File: config.mk
export PLATFORM = sky130hd
export DESIGN_NAME = bflg_flags
export DESIGN_NICKNAME = d
export VERILOG_FILES = /design/src/hw/bflg_pkg.sv /design/src/hw/bflg_flags.sv /design/src/hw/bflg_sync.sv /design/src/hw/bflg_cond.sv
export SDC_FILE = /design/constraint.sdc
export NUM_CORES = 1
export LEC_CHECK = 0
export BUFFER_PORTS_ARGS = -buffer_cell sky130_fd_sc_hd__buf_2
export CAP_MARGIN = 20
export CORE_MARGIN = 5
export CORE_UTILIZATION = 45
export DETAILED_ROUTE_END_ITERATION = 16
export GPL_ROUTABILITY_DRIVEN = 0
export PLACE_DENSITY = 0.64
export SYNTH_ARGS = -nofsm -noshare
export SYNTH_HDL_FRONTEND = slang
export SYNTH_SLANG_ARGS = --single-unit
File: constraint.sdc
create_clock -name clk_in -period 2.25 [get_ports clk_in]
set_input_delay 0.45 -clock clk_in [delete_from_list [all_inputs] [get_ports clk_in]]
set_output_delay 0.45 -clock clk_in [all_outputs]
set_load 0.01 [all_outputs]
File: src/hw/bflg_pkg.sv
// package: register map, field positions, reset values and types
package bflg_pkg;

  // ==========================================================
  // register offsets
  localparam logic [7:0] OFS_STATUS = 8'h00;
  localparam logic [7:0] OFS_RX_HOLD = 8'h04;
  localparam logic [7:0] OFS_TX_HOLD = 8'h08;
  localparam logic [7:0] OFS_CTRL = 8'h0C;
  localparam logic [7:0] OFS_INT_ST = 8'h10;
  localparam logic [7:0] OFS_INT_MASK = 8'h14;

  // ==========================================================
  // status field positions
  localparam int BIT_BUSY = 12;
  localparam int BIT_OVR = 11;
  localparam int BIT_NONEMPTY = 10;
  localparam int BIT_TX_READY = 4;
  localparam int BIT_RX_READY = 3;

  // control field positions
  localparam int CTL_RUN = 0;
  localparam int CTL_RX_EN = 1;
  localparam int CTL_TX_EN = 2;
  localparam int CTL_W = 3;

  // interrupt event positions
  localparam int INT_START = 0;
  localparam int INT_STOP = 1;
  localparam int INT_OVR = 2;
  localparam int INT_UNDR = 3;
  localparam int INT_RXB = 4;
  localparam int INT_TXC = 5;
  localparam int INT_W = 6;

  // widths and counts
  localparam int REG_W = 16;
  localparam int BYTE_W = 8;
  localparam logic [2:0] LAST_BIT = 3'h7;

  // ==========================================================
  // reset values
  localparam logic [CTL_W-1:0] RST_CTRL = 3'h0;
  localparam logic [INT_W-1:0] RST_MASK = 6'h00;
  localparam logic RST_NONEMPTY = 1'b1;
  localparam logic RST_TX_READY = 1'b1;

  // ==========================================================
  // types
  typedef struct packed {
    logic start;
    logic stop;
    logic scl_rise;
    logic scl_fall;
  } bflg_cond_t;

  typedef struct packed {
    logic [CTL_W-1:0] ctl;
    logic [INT_W-1:0] int_mask;
    logic [INT_W-1:0] int_st;
    logic busy;
    logic overrun;
    logic nonempty;
    logic tx_ready;
    logic rx_unread;
    logic tx_hold_full;
    logic [BYTE_W-1:0] rx_sh;
    logic [BYTE_W-1:0] rx_hold;
    logic [BYTE_W-1:0] tx_sh;
    logic [BYTE_W-1:0] tx_hold;
    logic [2:0] rx_cnt;
    logic [2:0] tx_cnt;
    logic [REG_W-1:0] rd_data;
    logic irq;
    logic sda_oe;
    logic sda_lvl;
  } bflg_state_t;

  localparam bflg_state_t STATE_RST = '{ctl: RST_CTRL, int_mask: RST_MASK,
    nonempty: RST_NONEMPTY, tx_ready: RST_TX_READY, default: '0};

endpackage : bflg_pkg

File: src/hw/bflg_flags.sv
// bus-busy, receive-overrun and transmit-underflow flags with registers
//
// Behaviour
// - stop on bus clears busy flag
// - start on bus sets busy flag
// - module reset clears busy, overrun; sets nonempty
// - byte arrives while holding unread sets overrun
// - overrun keeps shifting, withholds copy until read
// - processor read clears overrun, debug read not
// - empty shift, unwritten holding clears nonempty
// - underflow delays copy, old byte resent
// - holding write sets nonempty flag
// - busy flag sits at status bit 12
// - copy sets ready flag, write clears it
`timescale 1ns/10ps
`default_nettype none

module bflg_flags
  import bflg_pkg::*;
(
  // clock and reset
  input wire logic clk_in,
  input wire logic rst_n_in,
  // register port
  input wire logic [7:0] addr_in,
  input wire logic [REG_W-1:0] wr_data_in,
  input wire logic wr_in,
  input wire logic rd_in,
  input wire logic dbg_rd_in,
  output logic [REG_W-1:0] rd_data_out,
  // two-wire bus pins
  input wire logic scl_in,
  input wire logic sda_in,
  output logic sda_out,
  output logic sda_oe_out,
  // own sequencer conditions
  input wire logic tx_start_evt_in,
  input wire logic tx_stop_evt_in,
  // status
  output logic busy_out,
  output logic irq_out
);

  // ==========================================================
  // pin synchronisation and condition detection
  logic scl_q;
  logic sda_q;
  bflg_cond_t cond;

  bflg_sync #(.W(2)) u_sync (
    .clk_in(clk_in),
    .rst_n_in(rst_n_in),
    .d_in({scl_in, sda_in}),
    .q_out({scl_q, sda_q})
  );

  bflg_cond u_cond (
    .clk_in(clk_in),
    .rst_n_in(rst_n_in),
    .scl_in(scl_q),
    .sda_in(sda_q),
    .cond_out(cond)
  );

  // ==========================================================
  // qualified strobes and events
  bflg_state_t s;
  bflg_state_t next_s;
  logic run;
  logic start_ev;
  logic stop_ev;
  logic cpu_rd_hold;
  logic dbg_rd_hold;
  logic hold_wr;
  logic stat_wr;
  logic byte_done;
  logic tx_fall;
  logic bnd;
  logic [INT_W-1:0] int_clr;

  assign run = s.ctl[CTL_RUN];
  assign start_ev = cond.start | tx_start_evt_in;
  assign stop_ev = cond.stop | tx_stop_evt_in;
  // an emulator read is flagged beside the strobe and has no side effect
  assign cpu_rd_hold = run & rd_in & ~dbg_rd_in & (addr_in == OFS_RX_HOLD);
  assign dbg_rd_hold = run & rd_in & dbg_rd_in & (addr_in == OFS_RX_HOLD);
  assign hold_wr = run & wr_in & (addr_in == OFS_TX_HOLD);
  assign stat_wr = wr_in & (addr_in == OFS_STATUS);
  assign byte_done = run & s.ctl[CTL_RX_EN] & s.busy & cond.scl_rise
    & (s.rx_cnt == LAST_BIT);
  assign tx_fall = run & s.ctl[CTL_TX_EN] & s.busy & cond.scl_fall;
  assign bnd = tx_fall & (s.tx_cnt == 3'h0);
  assign int_clr = (wr_in && addr_in == OFS_INT_ST)
    ? wr_data_in[INT_W-1:0] : '0;

  // ==========================================================
  // next-state logic
  always_comb
  begin
    logic [INT_W-1:0] ev;
    logic [BYTE_W-1:0] tx_byte;
    logic [BYTE_W-1:0] rx_new;
    ev = '0;
    tx_byte = s.tx_sh;
    rx_new = {s.rx_sh[BYTE_W-2:0], sda_q};
    next_s = s;
    next_s.rd_data = '0;

    // software-writable control; status writes fall through untouched
    if (wr_in)
    begin
      case (addr_in)
        OFS_CTRL: next_s.ctl = wr_data_in[CTL_W-1:0];
        OFS_INT_MASK: next_s.int_mask = wr_data_in[INT_W-1:0];
        default: ;
      endcase
    end

    if (!run)
    begin
      // module reset holds the flags at their idle values
      next_s.busy = 1'b0;
      next_s.overrun = 1'b0;
      next_s.nonempty = 1'b1;
      next_s.tx_ready = 1'b1;
      next_s.rx_unread = 1'b0;
      next_s.tx_hold_full = 1'b0;
      next_s.rx_cnt = 3'h0;
      next_s.tx_cnt = 3'h0;
      next_s.sda_oe = 1'b0;
    end
    else
    begin
      // start wins over stop: a coincident pair means a new frame
      if (start_ev)
      begin
        next_s.busy = 1'b1;
        next_s.rx_cnt = 3'h0;
        next_s.tx_cnt = 3'h0;
        ev[INT_START] = 1'b1;
      end
      else if (stop_ev)
      begin
        next_s.busy = 1'b0;
        ev[INT_STOP] = 1'b1;
      end

      // a processor read frees the holding register and takes the
      // byte that waited in the shift register
      if (cpu_rd_hold)
      begin
        next_s.overrun = 1'b0;
        next_s.rx_unread = 1'b0;
        if (s.overrun)
        begin
          next_s.rx_hold = s.rx_sh;
          next_s.rx_unread = 1'b1;
        end
      end

      // receive: sample on rising clock, bits keep overwriting
      if (s.ctl[CTL_RX_EN] && s.busy && cond.scl_rise && !start_ev)
      begin
        next_s.rx_sh = rx_new;
        next_s.rx_cnt = s.rx_cnt + 3'h1;
        if (s.rx_cnt == LAST_BIT)
        begin
          ev[INT_RXB] = 1'b1;
          if (next_s.rx_unread)
          begin
            next_s.overrun = 1'b1;
            ev[INT_OVR] = 1'b1;
          end
          else
          begin
            next_s.rx_hold = rx_new;
            next_s.rx_unread = 1'b1;
          end
        end
      end

      // transmit: byte boundary copies holding or underflows
      if (tx_fall && !start_ev)
      begin
        if (s.tx_cnt == 3'h0)
        begin
          if (s.tx_hold_full)
          begin
            tx_byte = s.tx_hold;
            next_s.tx_hold_full = 1'b0;
            next_s.tx_ready = 1'b1;
            ev[INT_TXC] = 1'b1;
          end
          else
          begin
            // rotation left the old byte intact, so it goes out again
            next_s.nonempty = 1'b0;
            // a same-cycle write keeps the flag up, so no event then
            ev[INT_UNDR] = s.nonempty & ~hold_wr;
          end
        end
        // open drain: drive low only for a zero bit
        next_s.sda_lvl = tx_byte[BYTE_W-1];
        next_s.sda_oe = ~tx_byte[BYTE_W-1];
        next_s.tx_sh = {tx_byte[BYTE_W-2:0], tx_byte[BYTE_W-1]};
        next_s.tx_cnt = s.tx_cnt + 3'h1;
      end

      // a write after the boundary logic so the set wins
      if (hold_wr)
      begin
        next_s.tx_hold = wr_data_in[BYTE_W-1:0];
        next_s.tx_hold_full = 1'b1;
        next_s.nonempty = 1'b1;
        next_s.tx_ready = 1'b0;
      end

      // never hold the line outside a frame or with transmit off
      if (!(s.ctl[CTL_TX_EN] && next_s.busy))
        next_s.sda_oe = 1'b0;
    end

    // sticky events: a new event beats a same-cycle clear
    next_s.int_st = (s.int_st & ~int_clr) | ev;
    next_s.irq = |(next_s.int_st & next_s.int_mask);

    // read data stand one cycle after the strobe only
    if (rd_in)
    begin
      case (addr_in)
        OFS_STATUS:
        begin
          next_s.rd_data[BIT_BUSY] = s.busy;
          next_s.rd_data[BIT_OVR] = s.overrun;
          next_s.rd_data[BIT_NONEMPTY] = s.nonempty;
          next_s.rd_data[BIT_TX_READY] = s.tx_ready;
          next_s.rd_data[BIT_RX_READY] = s.rx_unread;
        end
        OFS_RX_HOLD: next_s.rd_data[BYTE_W-1:0] = s.rx_hold;
        OFS_TX_HOLD: next_s.rd_data[BYTE_W-1:0] = s.tx_hold;
        OFS_CTRL: next_s.rd_data[CTL_W-1:0] = s.ctl;
        OFS_INT_ST: next_s.rd_data[INT_W-1:0] = s.int_st;
        OFS_INT_MASK: next_s.rd_data[INT_W-1:0] = s.int_mask;
        default: ;
      endcase
    end
  end

  // ==========================================================
  // state register
  always_ff @(posedge clk_in or negedge rst_n_in)
  begin
    if (!rst_n_in)
      s <= STATE_RST;
    else
      s <= next_s;
  end

  // outputs straight from the state flops
  assign rd_data_out = s.rd_data;
  assign sda_out = s.sda_lvl;
  assign sda_oe_out = s.sda_oe;
  assign busy_out = s.busy;
  assign irq_out = s.irq;
endmodule : bflg_flags

`default_nettype wire

File: src/hw/bflg_sync.sv
// two flip-flop synchroniser for the bus pins
`timescale 1ns/10ps
`default_nettype none

module bflg_sync
  import bflg_pkg::*;
#(
  parameter int W = 2
)
(
  // clock and reset
  input wire logic clk_in,
  input wire logic rst_n_in,
  // pins and synchronised copy
  input wire logic [W-1:0] d_in,
  output logic [W-1:0] q_out
);

  // ==========================================================
  // stage one is read only by stage two
  logic [2*W-1:0] st;
  logic [2*W-1:0] next_st;

  always_comb
  begin
    next_st = {st[W-1:0], d_in};
  end

  // reset to the idle high level of pulled-up pins, so the edge
  // detector behind sees no false edge once reset lets go
  always_ff @(posedge clk_in or negedge rst_n_in)
  begin
    if (!rst_n_in)
      st <= '1;
    else
      st <= next_st;
  end

  assign q_out = st[2*W-1:W];

endmodule : bflg_sync

`default_nettype wire

File: src/hw/bflg_cond.sv
// start, stop and clock edge detector on synchronised pins
`timescale 1ns/10ps
`default_nettype none

module bflg_cond
  import bflg_pkg::*;
(
  // clock and reset
  input wire logic clk_in,
  input wire logic rst_n_in,
  // synchronised pins
  input wire logic scl_in,
  input wire logic sda_in,
  // one-cycle condition pulses
  output bflg_cond_t cond_out
);

  // ==========================================================
  typedef struct packed {
    logic scl;
    logic sda;
    bflg_cond_t cond;
  } bflg_det_t;

  bflg_det_t st;
  bflg_det_t next_st;

  // data moving while the clock stays high marks start or stop
  always_comb
  begin
    next_st.scl = scl_in;
    next_st.sda = sda_in;
    next_st.cond.start = st.scl & scl_in & st.sda & ~sda_in;
    next_st.cond.stop = st.scl & scl_in & ~st.sda & sda_in;
    next_st.cond.scl_rise = ~st.scl & scl_in;
    next_st.cond.scl_fall = st.scl & ~scl_in;
  end

  // history resets to the idle high pins so no edge fires after reset
  always_ff @(posedge clk_in or negedge rst_n_in)
  begin
    if (!rst_n_in)
      st <= '{scl: 1'b1, sda: 1'b1, cond: '0};
    else
      st <= next_st;
  end

  assign cond_out = st.cond;

endmodule : bflg_cond

`default_nettype wire

==> results of run 1 <==
placed cells by master, fill, tap and decap left out, drive strengths merged, types with 3 or more instances in the layout:
cell | Yosys | routed
mux2i | 12 | 12
a22o | 4 | 4
nand3 | 8 | 8
o21ai | 10 | 10
bufinv | 0 | 3
mux2 | 26 | 26
nor2 | 20 | 20
nor2b | 7 | 7
nand2 | 20 | 20
nor4b | 3 | 3
nor3b | 3 | 3
dfstp | 8 | 8
conb | 1 | 5
a22oi | 7 | 7
and2 | 6 | 6
dfrtp | 74 | 74
buf | 19 | 59
o2bb2ai | 5 | 5
clkbuf | 8 | 12
ha | 4 | 4
o22ai | 8 | 8
inv | 7 | 7
a222oi | 3 | 3
nand4 | 9 | 9
a21oi | 10 | 10
and3 | 5 | 5
a2bb2oi | 8 | 8
layout make-up:
class                   count  area share [%]
well taps                 105            3.03
clock buffers              12            3.58
multi-input cells         202            34.6
flip-flops and latches     82            47.6
clock inverters             4            2.25
inverters                   7           0.607
repair buffers             59            8.32
worst max-delay path, cell delays in order (launching register included):
cell and delay (ps):
dfrtp_1 400, inv_1 60, ha_1 190, nor2b_1 150, and4_1 230, a22o_1 230
a22o_1 240, a2111o_1 310
cells by family (layout without fill, tap and decap cells):
| kind of cell | Yosys count | count (layout) | synth area share [%] |
|---|---|---|---|
| fa+ha+maj | 4 | 4 | 1.34 |
| compound gates | 65 | 65 | 12.7 |
| flops | 82 | 82 | 55.2 |
| buf+inv | 34 | 82 | 5.09 |
| other cells | 1 | 5 | 0.100 |
| simple gates | 87 | 87 | 13.8 |
| mux | 38 | 38 | 11.1 |
| xor+xnor | 3 | 3 | 0.704 |
cells in the mapped netlist, drive strengths merged:
cell	count	share of area, %
o211ai	2	0.40
nand4	9	1.5
o211a	1	0.27
nor4b	3	1.5
and2	6	1.0
nand2	20	2.0
or3b	1	0.23
mux2i	12	3.2
nor2b	7	1.2
dfrtp	74	50
a22o	4	0.94
o21ai	10	1.3
nand3	8	1.4
nor4	2	0.90
o21a	1	0.20
a22oi	7	1.4
xnor2	2	0.47
o31a	1	0.23
dfstp	8	5.6
and3	5	0.84
a21boi	1	0.20
nor3b	3	0.60
and4	1	0.23
o2bb2ai	5	1.2
a222oi	3	0.80
clkbuf	8	0.80
a2111o	1	0.30
o22ai	8	1.3
buf	19	3.6
conb	1	0.10
inv	7	0.70
or2	1	0.17
a221oi	2	0.47
a21oi	10	1.4
nor3	1	0.13
xor2	1	0.23
a41o	1	0.27
a2bb2oi	8	1.9
mux2	26	7.8
nor2	20	2.1
ha	4	1.3
sequential cells by signal (all words and copies together), names as in the netlist:
name	cells
busy_out	1
irq_out	1
rd_data_out	11
run	1
s	57
sda_oe_out	1
u_cond.cond_out	4
u_cond.st	2
u_sync.st	4
per-stage QoR:
stage | hold slack (ps) | power [uW]
after floorplan | 154 | 1610
after global placement | 346 | 1700
after detailed placement | 347 | 1700
after CTS | 61.5 | 3030
after global routing | 68.3 | 3120
final | 51.2 | 3000
power groups by stage:
| stage | clock network, uW | registers [uW] | logic (uW) |
|---|---|---|---|
| 6_report | 1330 | 1520 | 152 |
| 3_3_place_gp | 0 | 1550 | 151 |
| 2_1_floorplan | 0 | 1550 | 61.9 |
| 3_5_place_dp | 0 | 1550 | 153 |
| 4_1_cts | 1360 | 1520 | 154 |
| 5_1_grt | 1420 | 1530 | 169 |
worst max path at each step:
stage	end	slack (ps)
6_report	irq_out	320
2_1_floorplan	irq_out	270
3_5_place_dp	irq_out	7
4_1_cts	irq_out	320
5_1_grt	irq_out	230
3_3_place_gp	irq_out	50
per-layer routing:
metal	wire (um)	global-route usage (%)
met4	199	8.08
met2	3970	27.2
met1	3630	24.2
met5	0	0
met3	573	4.01
==> metrics.txt, run 1 <==
pre-CTS setup slack=about 7.0 ps; share of layout cells above drive strength 1=a little under a third; Post-Synthesis Cells=approximately 310; minimum clock period=between 1500 and 2000 ps; DIE AREA=around 10000 um^2; Hold Path Class=in2async; Reg-to-Reg Start=s[19]; clock tree buffer depth=2; fin area=around 4300 um^2; antenna-violating nets left=0; Hold-fix buffers, CTS=0; Pint=roughly 2400 uW; Yosys cell types=between 40 and 50; Starting DRT DRC Count=105; Util after Layout=~53%; maximum vdd drop=~0.33 mV; clock power share=44.2%; P&R area growth vs syn=16.0%; fill count=between 700 and 800; WP data required=roughly 2500 ps; largest net degree at the start of global routing=between 40 and 50; CP arrival=2160 ps; Reg2Reg Setup Slack=roughly 320 ps; max-cap violations=0; CTS tree=built; CP startpoint kind=register; total area of sequential cells=2060 um^2; Die Span Y=~100 um; fin nets=just under 400; initial antenna violation count=0; Setup Buffers After CTS=0; worst r2r dst=irq_out; global-route wire length before repair=13800 um; leakage power=about 0.0021 uW; Via density=5.54; multi-input logic area=between 1000 and 1500 um^2; core area=between 8000 and 9000 um^2; Final Instance Count excl. Fillers=471; drt pass-1 iters=5; TritonCTS buffer count=9; RSZ-0062 raised after global routing=no; DRC violations left=0; DP HPWL=around 6200 um; crit path from=s[19]; Clock Skews=about 7.6 ps; Mapped Avg Cell Area=between 10 and 15 um^2; Wirelength per Cell=17.8 um; IO buf count=39; sequential area share after synthesis=between 50% and 60%; P_sw=646 uW; Antenna Cells=0; Slew Limit Fails=0; DP Area=4080 um^2; I/O pins=53; f_max=~520 MHz; kind of critical path=reg2reg; endpoints failing setup=0; slew of the pin with the lowest slew margin=525 ps; All-Layer GR Usage=about 18%; CTS Sinks=about 80; DR vias=~2600; kind of end point of the critical path=register; Initial Util=a little under half; Synth warnings=0; Gate power share=slightly above 5%; CP max FO=3; number of gates resized after CTS=0; drt total wl=approximately 8400 um; Switching Share=between 20% and 30%; Max-slew headroom=around 65%; crit share post-route=between 80% and 90%; total negative slack=0 ps; Congestion Overflow GR=0; worst setup slack after layout=323 ps; synthesized area=3730 um^2; vias in the first global route=2714; Placed Cells=455; Synth Register Bits=~80; final hold vios=0; Die W=101 um; PwrDens=694 nW/um^2; R2R cell count=7; CTS clk-pin slew, worst paths=~80 ps; Rows=33; outcome=finished, final reports clean; CTS Root Buffer Type=clkbuf_8; H-tree lvl count=3; Seq pwr share=around half; clk_lat worst skew=between 300 and 400 ps
(Power assumes the default switching activity.)
==> inputs of run 2 (changes only) <==
Settings changed: CELL_PAD_IN_SITES_DETAIL_PLACEMENT set to 1, CELL_PAD_IN_SITES_GLOBAL_PLACEMENT set to 2, CORE_UTILIZATION 45 to 38, PLACE_DENSITY 0.64 to 0.78.
==> metrics.txt, run 2 (synthesis results as in run 1) <==
outcome=finished, final reports clean; multi-input logic area=1500 um^2 (unchanged); share of layout cells above drive strength 1=31.5% (+0.10 points); f_max=528 MHz (+1.8%); kind of end point of the critical path=register; maximum vdd drop=0.342 mV (+3.0%); Power Total=2800 uW (-6.9%); CTS tree=built; commonest non-fill, non-tap cell in the layout=dfrtp_1; Starting DRT DRC Count=104 (-0.95%); CTS Sinks=82 (unchanged); clk_lat worst skew=360 ps (about the same); DIE AREA=11900 um^2 (+17%); DRC violations left=0 (unchanged); most frequent cells in the layout=dfrtp_1 (74), buf_2 (38), mux2_2 (26), buf_4 (22), nand2_1 (20); drt total wl=9170 um (+9.5%); number of gates resized after CTS=0 (unchanged); P&R area growth vs syn=16.0% (about the same); final hold vios=0 (unchanged); CP startpoint kind=register; Hold-fix buffers, CTS=0 (unchanged); CTS clk-pin slew, worst paths=90 ps (about the same); max FFs per register=57 (unchanged); DP HPWL=6770 um (+9.2%); core area=9680 um^2 (+19%); drt pass-1 iters=5 (unchanged); Rows=36 (+9.1%); Die W=109 um (+7.9%); endpoints failing setup=0 (unchanged); total negative slack=0 ps (unchanged); Die Span Y=109 um (+7.9%); IO buf count=39 (unchanged); CTS Root Buffer Type=clkbuf_8; CP max FO=3 (unchanged); Via density=5.24 (-5.4%); total area of sequential cells=2060 um^2 (unchanged); kind of critical path=reg2reg; initial antenna violation count=0 (unchanged); Congestion Overflow GR=0 (unchanged); clock tree buffer depth=2 (unchanged); max-cap violations=0 (unchanged); Util after Layout=44.7% (-8.5 points); fin nets=400 (+0.50%); vias in the first global route=2825 (+4.1%); Largest Register=s; H-tree lvl count=3 (unchanged); crit share post-route=84.1% (-1.5 points); Slew Limit Fails=0 (unchanged); WP data required=2490 ps (about the same); Initial Util=38.6% (-7.3 points); CP arrival=2140 ps (-20 ps); PwrDens=646 nW/um^2 (-6.9%); Hold Path Class=in2async; All-Layer GR Usage=16.8% (-0.98 points); TritonCTS buffer count=9 (unchanged); antenna-violating nets left=0 (unchanged); Wirelength per Cell=18.3 um (+2.9%); largest net degree at the start of global routing=50 (+4.2%); Clock Skews=13.6 ps (+5.96 ps); global-route wire length before repair=15000 um (+8.7%); leakage power=0.00209 uW (-0.55%); Setup Buffers After CTS=0 (unchanged); RSZ-0062 raised after global routing=no; DR vias=2626 (+0.65%); minimum clock period=1890 ps (-34.8 ps); fill count=1072 (+46%); Antenna Cells=0 (unchanged); I/O pins=53 (unchanged)
[run 2: stage by stage]
stage / hold slack [ps] / setup WS, ps / instances / area [um^2]
2_1_floorplan: 154 / 271 / 318 / 3750
3_3_place_gp: 346 / 50.2 / 485 / 4130
3_5_place_dp: 347 / 45.4 / 485 / 4130
4_1_cts: 54.1 / 348 / 501 / 4330
5_1_grt: 56.4 / 252 / 501 / 4330
6_report: 42.3 / 358 / 501 / 4330
[run 2: layout make-up]
cell class | count | area share [%]
multi-input combinational | 202 | 34.5
clock inverter | 3 | 1.07
tap | 133 | 3.84
inverter | 7 | 0.607
sequential | 82 | 47.6
timing repair buffer | 61 | 8.67
clock buffer | 13 | 3.67
[run 2: path summary, 6_finish.rpt]
path                                   start            to  slack (ps)  cells after the start
min in group clk_in                   sda_in  u_sync.st[0]         180                      1
worst max register to register         s[19]       irq_out         360                      7
worst min-delay path                rst_n_in         s[68]          40                      1
max in group asynchronous           rst_n_in  u_cond.st[5]        1520                      2
worst max-delay path                   s[19]       irq_out         360                      7
worst min register to register  u_sync.st[1]  u_sync.st[3]         360                      0
[run 2: power breakdown]
| part | internal (uW) | switching (uW) | leakage [uW] |
|---|---|---|---|
| Sequential | 1500 | 20.6 | 0.00111 |
| Combinational | 56.0 | 100 | 0.000879 |
| Clock | 579 | 537 | 0.000100 |
| Total | 2140 | 658 | 0.00209 |
[run 2: layer usage]
layer  share of wire (%)  vias up  GRT usage, %
li1                    -     1224             -
met1                  46     1340          22.5
met2                  48       50          26.8
met3                 4.5       12          4.97
met4                 1.2        0          4.51
met5                   0        -             0
[run 2: critical path: stages, from the launching register on]
cell and delay (ps):
dfrtp_1 400, inv_1 60, ha_1 180, nor2b_1 140, and4_1 230, a22o_1 230, a22o_1 240, a2111o_1 280
